`src/hw/gpt_pkg.sv`:
```
// gpt_pkg: shared constants and types for the trigger polarity and maintenance terminal block
package gpt_pkg;
  // ----------------------------------------
  // register map and fields
  // ----------------------------------------
  localparam logic [7:0] POL_ADDR = 8'h0F;
  localparam logic [7:0] INS_ADDR = 8'h12;
  localparam logic [7:0] VER_ADDR = 8'h20;
  localparam logic [7:0] STAT_ADDR = 8'h21;
  localparam logic [7:0] POL_RESET = 8'h00;
  localparam logic [7:0] INS_RESET = 8'h00;
  localparam int RX_POL_LSB = 0;
  localparam int TX_POL_LSB = 4;
  localparam int INS_EN_BIT = 7;
  localparam int NUM_LINES = 2;
  // ----------------------------------------
  // serial timing
  // ----------------------------------------
  localparam int CLK_HZ = 50000000;
  localparam int BAUD = 115200;
  localparam int BIT_CYC = CLK_HZ / BAUD;
  localparam int HALF_CYC = BIT_CYC / 2;
  localparam int DATA_BITS = 8;
  // ----------------------------------------
  // terminal command characters
  // ----------------------------------------
  localparam logic [7:0] CMD_WRITE = 8'h31;
  localparam logic [7:0] CMD_READ = 8'h32;
  localparam logic [7:0] CMD_CLEAR = 8'h33;
  localparam logic [7:0] CMD_HANDOVER = 8'h34;
  localparam logic [7:0] CMD_REBOOT = 8'h35;
  typedef enum logic [1:0] {MODE_NORMAL, MODE_TERMINAL} gpt_mode_t;
  typedef struct packed {
    logic valid;
    logic [7:0] data;
  } gpt_byte_t;
endpackage : gpt_pkg

```
`src/hw/gpt_top.sv`:
```
// gpt_top: trigger polarity registers, insertion gate and serial maintenance terminal
// ----------------------------------------
// ----------------------------------------
`timescale 1ns/1ps
module gpt_top #(
  parameter int BIT_CYCLES = gpt_pkg::BIT_CYC,
  parameter logic [7:0] VERSION = 8'h5A // arbitrary version value
) (
  // clock and reset
  input wire logic clk,
  input wire logic srst,
  // boot straps
  input wire logic boot_option_jumper,
  input wire logic front_edge_usb_override_switch,
  input wire logic [1:0] sw_port_sel,
  // trigger lines (contacts pull to ground)
  input wire logic [gpt_pkg::NUM_LINES-1:0] trig_in,
  input wire logic [gpt_pkg::NUM_LINES-1:0] stream_rx_bits,
  // trigger results
  output logic [gpt_pkg::NUM_LINES-1:0] stream_tx_bits,
  output logic stream_tx_valid,
  output logic [gpt_pkg::NUM_LINES-1:0] trig_out,
  // remote control message port
  input wire logic remote_we,
  input wire logic [7:0] remote_addr,
  input wire logic [7:0] remote_wdata,
  output logic [7:0] remote_rdata,
  // serial ports: 0 rs232, 1 network virtual serial port, 2 usb
  input wire logic [2:0] ser_rxd,
  output logic [2:0] ser_txd,
  // status
  output logic terminal_mode,
  output logic reboot_req
);
  // ----------------------------------------
  // straps caught after reset release
  // ----------------------------------------
  logic strap_done_reg;
  logic [1:0] port_reg;
  gpt_pkg::gpt_mode_t mode_reg;
  logic term_cmd_handover;
  wire [1:0] port_next = front_edge_usb_override_switch ? 2'h2 : sw_port_sel;
  always_ff @(posedge clk) begin
    if (srst) begin
      strap_done_reg <= 1'b0;
      port_reg <= 2'h0;
      mode_reg <= gpt_pkg::MODE_NORMAL;
    end else if (!strap_done_reg) begin
      strap_done_reg <= 1'b1;
      if (boot_option_jumper) begin
        mode_reg <= gpt_pkg::MODE_TERMINAL;
        port_reg <= port_next;
      end
    end else if (term_cmd_handover) begin
      mode_reg <= gpt_pkg::MODE_NORMAL;
    end
  end
  wire term_on = (mode_reg == gpt_pkg::MODE_TERMINAL);
  // ----------------------------------------
  // serial port and byte engine
  // ----------------------------------------
  gpt_pkg::gpt_byte_t rx_b;
  gpt_pkg::gpt_byte_t tx_b;
  logic tx_busy;
  logic txd_w;
  wire rxd_w = ser_rxd[port_reg];
  gpt_uart #(.BIT_CYCLES(BIT_CYCLES)) u_uart (
    .clk(clk),
    .srst(srst),
    .rxd(rxd_w),
    .txd(txd_w),
    .rx_byte(rx_b),
    .tx_byte(tx_b),
    .tx_busy(tx_busy)
  );
  // command parser: cmd byte, then address and data as needed
  logic [1:0] step_reg;
  logic [7:0] cmd_reg;
  logic [7:0] addr_reg;
  wire rx_ok = rx_b.valid && term_on;
  wire at_cmd = rx_ok && (step_reg == 2'h0);
  wire term_cmd_clear = at_cmd && (rx_b.data == gpt_pkg::CMD_CLEAR);
  assign term_cmd_handover = at_cmd && (rx_b.data == gpt_pkg::CMD_HANDOVER);
  wire term_cmd_reboot = at_cmd && (rx_b.data == gpt_pkg::CMD_REBOOT);
  wire needs_addr = (rx_b.data == gpt_pkg::CMD_WRITE) || (rx_b.data == gpt_pkg::CMD_READ);
  wire term_read = rx_ok && (step_reg == 2'h1) && (cmd_reg == gpt_pkg::CMD_READ);
  wire term_we = rx_ok && (step_reg == 2'h2);
  always_ff @(posedge clk) begin
    if (srst) begin
      step_reg <= 2'h0;
      cmd_reg <= 8'h00;
      addr_reg <= 8'h00;
    end else if (rx_ok) begin
      unique case (step_reg)
        2'h0: begin
          cmd_reg <= rx_b.data;
          step_reg <= needs_addr ? 2'h1 : 2'h0;
        end
        2'h1: begin
          addr_reg <= rx_b.data;
          step_reg <= (cmd_reg == gpt_pkg::CMD_WRITE) ? 2'h2 : 2'h0;
        end
        default: step_reg <= 2'h0;
      endcase
    end
  end
  // ----------------------------------------
  // register bank
  // ----------------------------------------
  logic [7:0] pol_reg;
  logic [7:0] ins_reg;
  // remote writes are dropped while the terminal owns the bank
  wire rem_we = remote_we && !term_on;
  wire [7:0] wr_addr = term_on ? addr_reg : remote_addr;
  wire [7:0] wr_data = term_on ? rx_b.data : remote_wdata;
  wire wr_en = term_we || rem_we;
  always_ff @(posedge clk) begin
    if (srst || term_cmd_clear) begin
      pol_reg <= gpt_pkg::POL_RESET;
      ins_reg <= gpt_pkg::INS_RESET;
    end else if (wr_en) begin
      if (wr_addr == gpt_pkg::POL_ADDR) pol_reg <= wr_data;
      if (wr_addr == gpt_pkg::INS_ADDR) ins_reg <= wr_data;
    end
  end
  function automatic logic [7:0] rd_mux(input logic [7:0] a, input logic [7:0] p,
                                        input logic [7:0] i, input logic [7:0] st);
    unique case (a)
      gpt_pkg::POL_ADDR: rd_mux = p;
      gpt_pkg::INS_ADDR: rd_mux = i;
      gpt_pkg::VER_ADDR: rd_mux = VERSION; // read only, not cleared
      gpt_pkg::STAT_ADDR: rd_mux = st; // read only, live state
      default: rd_mux = 8'h00;
    endcase
  endfunction : rd_mux
  wire [7:0] stat_w = {4'h0, port_reg, boot_option_jumper, term_on};
  always_ff @(posedge clk) begin
    if (srst) begin
      remote_rdata <= 8'h00;
      tx_b <= '0;
    end else begin
      remote_rdata <= term_on ? 8'h00 : rd_mux(remote_addr, pol_reg, ins_reg, stat_w);
      tx_b.valid <= term_read && !tx_busy; // reply dropped if a byte is still going out
      tx_b.data <= rd_mux(rx_b.data, pol_reg, ins_reg, stat_w);
    end
  end
  // ----------------------------------------
  // trigger polarity and insertion
  // ----------------------------------------
  // inputs close to ground, so a low level asserts when the bit is 0
  wire [1:0] rx_pol = pol_reg[gpt_pkg::RX_POL_LSB +: gpt_pkg::NUM_LINES];
  wire [1:0] tx_pol = pol_reg[gpt_pkg::TX_POL_LSB +: gpt_pkg::NUM_LINES];
  wire [1:0] trig_act = trig_in ^ ~rx_pol;
  wire [1:0] out_lvl = stream_rx_bits ^ ~tx_pol;
  wire ins_en = ins_reg[gpt_pkg::INS_EN_BIT];
  always_ff @(posedge clk) begin
    if (srst) begin
      stream_tx_bits <= '0;
      stream_tx_valid <= 1'b0;
      trig_out <= '0;
      ser_txd <= 3'h7;
      terminal_mode <= 1'b0;
      reboot_req <= 1'b0;
    end else begin
      stream_tx_bits <= ins_en ? trig_act : '0;
      stream_tx_valid <= ins_en;
      trig_out <= out_lvl;
      ser_txd <= 3'h7;
      ser_txd[port_reg] <= term_on ? txd_w : 1'b1;
      terminal_mode <= term_on;
      reboot_req <= term_cmd_reboot;
    end
  end
endmodule : gpt_top

```
`src/hw/gpt_uart.sv`:
```
// gpt_uart: 8N1 serial receiver and transmitter without flow control
`timescale 1ns/1ps
module gpt_uart #(
  parameter int BIT_CYCLES = gpt_pkg::BIT_CYC
) (
  // clock and reset
  input wire logic clk,
  input wire logic srst,
  // serial pins
  input wire logic rxd,
  output logic txd,
  // byte side
  output gpt_pkg::gpt_byte_t rx_byte,
  input wire gpt_pkg::gpt_byte_t tx_byte,
  output logic tx_busy
);
  // ----------------------------------------
  // receiver
  // ----------------------------------------
  logic [15:0] rcnt_reg;
  logic [3:0] rbit_reg;
  logic [8:0] rsh_reg;
  logic rbusy_reg;
  wire rtick = (rcnt_reg == 16'h0000);
  always_ff @(posedge clk) begin
    rx_byte.valid <= 1'b0;
    if (srst) begin
      rbusy_reg <= 1'b0;
      rcnt_reg <= 16'h0000;
      rbit_reg <= 4'h0;
      rsh_reg <= 9'h000;
      rx_byte.data <= 8'h00;
    end else if (!rbusy_reg) begin
      if (!rxd) begin // sample mid start bit
        rbusy_reg <= 1'b1;
        rcnt_reg <= 16'(BIT_CYCLES / 2);
        rbit_reg <= 4'h0;
      end
    end else if (rtick) begin
      rcnt_reg <= 16'(BIT_CYCLES - 1);
      rsh_reg <= {rxd, rsh_reg[8:1]};
      rbit_reg <= rbit_reg + 4'h1;
      if (rbit_reg == 4'(gpt_pkg::DATA_BITS + 1)) begin // one stop bit, no parity
        rbusy_reg <= 1'b0;
        rx_byte.valid <= rxd;
        rx_byte.data <= rsh_reg[8:1];
      end
    end else begin
      rcnt_reg <= rcnt_reg - 16'h0001;
    end
  end
  // ----------------------------------------
  // transmitter
  // ----------------------------------------
  logic [15:0] tcnt_reg;
  logic [3:0] tbit_reg;
  logic [9:0] tsh_reg;
  always_ff @(posedge clk) begin
    if (srst) begin
      txd <= 1'b1;
      tx_busy <= 1'b0;
      tcnt_reg <= 16'h0000;
      tbit_reg <= 4'h0;
      tsh_reg <= 10'h3FF;
    end else if (!tx_busy) begin
      if (tx_byte.valid) begin
        tx_busy <= 1'b1;
        tsh_reg <= {1'b1, tx_byte.data, 1'b0}; // 8N1 frame
        tcnt_reg <= 16'h0000;
        tbit_reg <= 4'h0;
      end
    end else if (tcnt_reg == 16'h0000) begin
      txd <= tsh_reg[0];
      tsh_reg <= {1'b1, tsh_reg[9:1]};
      tcnt_reg <= 16'(BIT_CYCLES - 1);
      tbit_reg <= tbit_reg + 4'h1;
      if (tbit_reg == 4'(gpt_pkg::DATA_BITS + 2)) begin
        tx_busy <= 1'b0;
      end
    end else begin
      tcnt_reg <= tcnt_reg - 16'h0001;
    end
  end
endmodule : gpt_uart

```
`config.mk`:
```
export PLATFORM = sky130hd
export DESIGN_NAME = gpt_top
export DESIGN_NICKNAME = d
export VERILOG_FILES = /design/src/hw/gpt_pkg.sv /design/src/hw/gpt_top.sv /design/src/hw/gpt_uart.sv
export SDC_FILE = /design/constraint.sdc
export NUM_CORES = 1
export LEC_CHECK = 0
export BUFFER_PORTS_ARGS = -buffer_cell sky130_fd_sc_hd__buf_2
export CELL_PAD_IN_SITES_DETAIL_PLACEMENT = 1
export CELL_PAD_IN_SITES_GLOBAL_PLACEMENT = 1
export CORE_MARGIN = 2
export CORE_UTILIZATION = 45
export CTS_BUF_LIST = sky130_fd_sc_hd__clkbuf_16
export DETAILED_ROUTE_END_ITERATION = 10
export PLACE_DENSITY = 0.86
export SLEW_MARGIN = 0
export SYNTH_ARGS = -nofsm -noshare
export SYNTH_HDL_FRONTEND = slang
export SYNTH_SLANG_ARGS = --single-unit
export TNS_END_PERCENT = 50
```
`constraint.sdc`:
```
create_clock -name clk -period 2.8 [get_ports clk]
set_input_delay 0 -clock clk [delete_from_list [all_inputs] [get_ports clk]]
set_output_delay 0 -clock clk [all_outputs]
set_load 0.05 [all_outputs]
```
# --- Word-level counts from Yosys, hierarchy flattened ---
# Cells that the tools add are included.
classes:
  n_addsub: 4
  n_lt_le_gt_ge: 2
  n_eq_ne: 26
  mux: 40
  bitwise: 11
  reduce_logical: 35
op_table:
  columns: ["op", "n"]
  rows:
  - ["2-to-1 mux 16 bit", 6]
  - ["equality test 8 x 6 -> 1 bit (second input constant)", 11]
  - ["case mux 8 bit (4 select lines)", 2]
  - ["zero test 16 bit", 2]
  - ["subtractor 16 x 1 -> 16 bit (second input constant)", 2]
  - ["2-to-1 mux 10 bit", 3]
  - ["equality test 8 x 4 -> 1 bit (second input constant)", 3]
  - ["equality test 8 x 5 -> 1 bit (second input constant)", 3]
  - ["2-to-1 mux 4 bit", 6]
  - ["AND reduction 2 bit", 10]
  - ["2-to-1 mux 8 bit", 2]
  - ["2-to-1 mux 1 bit", 13]
  - ["logical AND 1 bit", 11]
  - ["2-to-1 mux 2 bit", 5]
  - ["adder 4 x 1 -> 4 bit (second input constant)", 2]
  - ["equality test 4 bit (second input constant)", 2]
  - ["!= test 2 bit (second input constant)", 3]
  - ["NOT 1 bit", 5]
  - ["equality test 2 x 1 -> 1 bit (second input constant)", 2]
  - ["NOT 2 bit", 2]
  - ["case mux 2 bit (2 select lines)", 1]
  - ["nonzero test 2 bit", 2]
  - ["OR reduction 2 bit", 2]
  - ["OR reduction 4 bit", 1]
  - ["13 further kinds", 17]
totals:
  reg_bits: 137
  output_inout_bits: 18
  wordCells: 146

# --- Depth between registers and ports, before layout ---
depth:
  word_depth: 6
  depth_mapped: 9
  depth_no_buf: 7

# --- Modules after synthesis ---
# From an unflattened synthesis, not the netlist that was laid out.
hier_totals:
  hier_cells: 701
  area_unflattened_um2: 6063.3
by_module_without_submodules:
  columns: ["mod", "instances", "cells_per_inst", "area_each_um2", "seq_area_each_um2"]
  rows:
  - ["gpt_uart", 1, 380, 3230.6, 1381.3]
  - ["gpt_top", 1, 321, 2832.7, 1301.2]

# --- Least setup slack after synthesis ---
# OpenSTA, ideal clock, no wires.
synth_path:
  path_type: "register to register"
  from: "register addr_reg[5]"
  to: "register ins_reg[6]"
  setup_ps: 121
  arrival_ps: 1890
  required_ps: 2679
  path_slack_ps: 789
  path_stages_with_launch: 7
  n_path_buf: 1
  synth_period_minus_slack_ps: 2011
  path_cell_list: "dfxtp_1 -> or4b_1 -> or4b_4 -> a22oi_2 -> buf_6 -> mux2i_1 -> nor2_2"
synth_between:
  elab_chain_len: 3
synth_rtl:
  columns: ["item", "line", "text"]
  rows:
  - ["start, declared", "gpt_top.sv:79", "logic [7:0] addr_reg;"]
  - ["start signal, assigned", "gpt_top.sv:100", "addr_reg <= rx_b.data;"]
  - ["2-to-1 mux 8 bit", "gpt_top.sv:114", "wire [7:0] wr_addr = term_on ? addr_reg : remote_addr;"]
  - ["equality test 8 x 5 -> 1 bit", "gpt_top.sv:123", "if (wr_addr == gpt_pkg::INS_ADDR) ins_reg <= wr_data;"]
  - ["AND reduction 2 bit (no line)", null, null]
  - ["end signal, assigned", "gpt_top.sv:120", "ins_reg <= gpt_pkg::INS_RESET;"]
  - ["end signal, assigned", "gpt_top.sv:123", null]
  - ["end, declared", "gpt_top.sv:111", "logic [7:0] ins_reg;"]
# Every way passes these cells.
# A chain may end at the register's enable or synchronous reset.

# --- Final worst setup path ---
layout_path:
  from: "register u_uart.rcnt_reg[0]"
  to: "register u_uart.rx_byte[5] (netlist name)"
layout_between:
  elab_chain_len: 2
layout_rtl:
  columns: ["item", "line", "text"]
  rows:
  - ["start, declared", "gpt_uart.sv:20", "logic [15:0] rcnt_reg;"]
  - ["start signal, assigned", "gpt_uart.sv:36", "rcnt_reg <= 16'(BIT_CYCLES / 2);"]
  - ["start signal, assigned", "gpt_uart.sv:40", "rcnt_reg <= 16'(BIT_CYCLES - 1);"]
  - ["start signal, assigned", "gpt_uart.sv:49", "rcnt_reg <= rcnt_reg - 16'h0001;"]
  - ["zero test 16 bit", "gpt_uart.sv:24", "wire rtick = (rcnt_reg == 16'h0000);"]
  - ["AND reduction 3 bit (no line)", null, null]
  - ["end, declared", "gpt_uart.sv:13", "output gpt_pkg::gpt_byte_t rx_byte,"]
# Every way passes these cells.

==> results.sh <==
export IMPL_synth_edf_count=0
export IMPL_synth_distinct_cells=64
export IMPL_drtIter0Drc=349
export IMPL_end_kind="flop"
export IMPL_area_growth_pct=18.4
export IMPL_synth_top_family_by_area="simple AND/OR/NAND/NOR gates"
export IMPL_htree_levels=4
export IMPL_finalPower_mw=4.62
export IMPL_hold_class="in2reg"
export IMPL_grt_pass1_vias=5818
export IMPL_critPathRequiredTime_ns=3.06
export IMPL_core_mm2=0.0131
export IMPL_placed_cells=894
export IMPL_whs_endpoint="pol_reg[5]"
export IMPL_clock_path_buffers=2
export IMPL_boundaryPins=48
export IMPL_final_common_cell="dfxtp_1"
export IMPL_worstPathMaxFanout=10
export IMPL_initial_utilization_pct=45.7
export IMPL_async_flop_share_pct=0
export IMPL_wirelength_mm=18.6
export IMPL_gp_congestion=0.835
export IMPL_final_nets=786
export IMPL_cap_viol_max_count=0
export IMPL_grt_start_max_net_pins=33
export IMPL_rsz0062_at_grt="false"
export IMPL_multi_input_area_mm2=0.00308
export IMPL_fmax_mhz=376
export IMPL_die_x_um=119
export IMPL_reg2reg_to="u_uart.rx_byte[5]"
export IMPL_final_cell_mix="dfxtp_1 (134), nand2_1 (88), a21oi_1 (64), nor2_1 (63), buf_2 (47)"
export IMPL_critPathArrivalTime_ns=2.93
export IMPL_timing_hold_ws_ns=0.0261
export IMPL_fin_crit_sh_pct=95.0
export IMPL_seq_area_mm2=0.00268
export IMPL_drtAntennaViolNets=0
export IMPL_cts_sinks=134
export IMPL_hold_depth=4
export IMPL_peakVddDrop_uv=364
export IMPL_synth_xor_area_share_pct=1.03
export IMPL_dpl_hpwl_mm=11.8
export IMPL_n_antenna_cell=0
export IMPL_finalHoldViolCount=0
export IMPL_ys_warn_count=0
export IMPL_io_buffers=47
export IMPL_outcome="finished, final reports clean"
export IMPL_r2r_start="u_uart.rcnt_reg[0]"
export IMPL_synth_fa_ha_area_share_pct=1.26
export IMPL_synth_top_flop_cell="dfxtp_1"
export IMPL_firstDrtPassIters=5
export IMPL_max_slew_margin_pct=20.0
export IMPL_synth_seq_cells=134
export IMPL_cts_tree="yes"
export IMPL_grt_pass1_wl_mm=29.8
export IMPL_cts_buffers=17
export IMPL_root_buffer="clkbuf_16"
export IMPL_setup_tns_ns=0
export IMPL_fp_dieH_um=119
export IMPL_worst_setup_path_start_kind="flop"
export IMPL_overflow=0
export IMPL_num_vias=5564
export IMPL_path_class="reg2reg"
export IMPL_min_delay_start="remote_wdata[5]"
export IMPL_fin_cells=939
export IMPL_synthMuxAreaShare_pct=6.22
export IMPL_grt_use_total_pct=26.5
export IMPL_antenna_found_initial=0
export IMPL_power_leakage_nw=2.56
export IMPL_r2r_cells=8
export IMPL_clk_pin_slew_ns=0.06
export IMPL_cts_resized=0
export IMPL_fillers=1529
export IMPL_post_route_drc_count=0
export IMPL_min_period_ns=2.66
export IMPL_syn_area_mm2=0.00598
export IMPL_synth_cells=698
export IMPL_num_rows=42
export IMPL_syn_num_nets=734
export IMPL_yosysSeqAreaShare_pct=44.9
export IMPL_power_density_mw_per_mm2=652
export IMPL_syn_area_per_cell_um2=8.56
export IMPL_drive_gt1_share_pct=15.7
export IMPL_rrSetupSlack_ns=0.14
export IMPL_worstMarginPinSlew_ns=1.20
export IMPL_dieArea_mm2=0.0142
export IMPL_slew_violations=0
export IMPL_wl_per_cell_um=19.9
export IMPL_setup_viol=0
export IMPL_clock_latency_ns=0.43
export IMPL_yosys_area_share_simple_pct=26.1
export IMPL_synth_compound_area_share_pct=16.8
export IMPL_finalClockSkew_ns=0.0133
export IMPL_via_per_inst=5.93
==> how the worst max path moves through the flow <==
| stage | start | to | cells past startpoint |
|---|---|---|---|
| 3_3_place_gp | step_reg[1] | pol_reg[0] | 5 |
| 3_5_place_dp | step_reg[1] | pol_reg[7] | 5 |
| 5_1_grt | u_uart.rcnt_reg[0] | u_uart.rx_byte[5] | 8 |
| 4_1_cts | step_reg[1] | ins_reg[7] | 5 |
| 6_report | u_uart.rcnt_reg[0] | u_uart.rx_byte[5] | 8 |
| 2_1_floorplan | addr_reg[5] | ins_reg[6] | 6 |
==> Yosys cell counts (all sizes together) (3+ instances only) <==
cell,number,area (µm²)
o311ai,3,26.3
nor4,14,87.6
dfxtp,134,2680
or4b,4,43.8
a21o,4,30.0
o31ai,3,22.5
o22ai,3,18.8
a22o,8,70.1
o32ai,4,35.0
a2111oi,7,61.3
a211oi,3,22.5
nor4b,3,26.3
or4,5,37.5
o21ai,25,125
nand3b,5,37.5
nand3,19,95.1
nor2,79,337
o21a,4,30.0
mux2,9,101
xor2,7,61.3
nor3,26,135
nand2b,7,43.8
nand4b,3,26.3
nor3b,8,65.1
inv,15,56.3
buf,10,57.6
clkbuf,29,109
a22oi,12,100
mux2i,27,270
and3,4,25.0
or3,14,87.6
a32oi,4,35.0
nand2,88,330
nor2b,11,68.8
ha,6,75.1
a21oi,64,320
and4,4,35.0
==> layout make-up <==
class / instances / area share [%]
Sequential cell: 134 / 37.9
Clock buffer: 17 / 6.01
Clock inverter: 15 / 2.28
Inverter: 15 / 0.795
Timing Repair Buffer: 72 / 6.43
Multi-Input combinational cell: 510 / 43.5
Tap cell: 176 / 3.11
==> report_power, final <==
group	internal (mW)	switching, mW	total (mW)
Sequential	1.94	0.0554	2.00
Clock	1.39	0.870	2.26
Combinational	0.133	0.227	0.359
Total	3.46	1.15	4.62
==> critical path, cell delays in order, from the launching register on <==
cell,delay [ns]
dfxtp_1,0.35
inv_1,0.08
ha_1,0.19
nor3b_1,0.57
nand3_1,0.34
nor4_2,0.36
buf_4,0.25
mux2i_1,0.24
nor2_1,0.11
==> what timing repair did <==
| action | 4_1_cts | 5_1_grt |
|---|---|---|
| hold endpoints to repair | 15 | 0 |
| hold buffers | 13 | 0 |
| setup buffers | 0 | 0 |
==> metrics by stage <==
stage	utilization, %	setup WS (ns)	cell area [µm²]
3_5_place_dp	48.6	0.299	6360
4_1_cts	54.1	0.229	7080
3_3_place_gp	48.6	0.441	6360
6_report	54.1	0.139	7080
5_1_grt	54.1	0.0240	7080
2_1_floorplan	-	0.789	5980
==> routing by layer <==
| metal | GRT usage, % | part of all wire (%) | up-vias |
|---|---|---|---|
| met5 | 0 | 0 | - |
| met4 | 12.2 | 3.3 | 0 |
| met3 | 4.93 | 4.0 | 48 |
| met2 | 47.4 | 51 | 159 |
| met1 | 30.5 | 41 | 2746 |
| li1 | - | - | 2611 |
==> logic make-up after synthesis <==
family / count (synthesis)
XOR/XNOR: 7
buffers and inverters: 54
AO/OA/AOI/OAI: 157
AND/OR/NAND/NOR: 304
adder cells (fa/ha/maj): 6
flip-flops: 134
multiplexers: 36
Power figures use the tool's default switching activity.
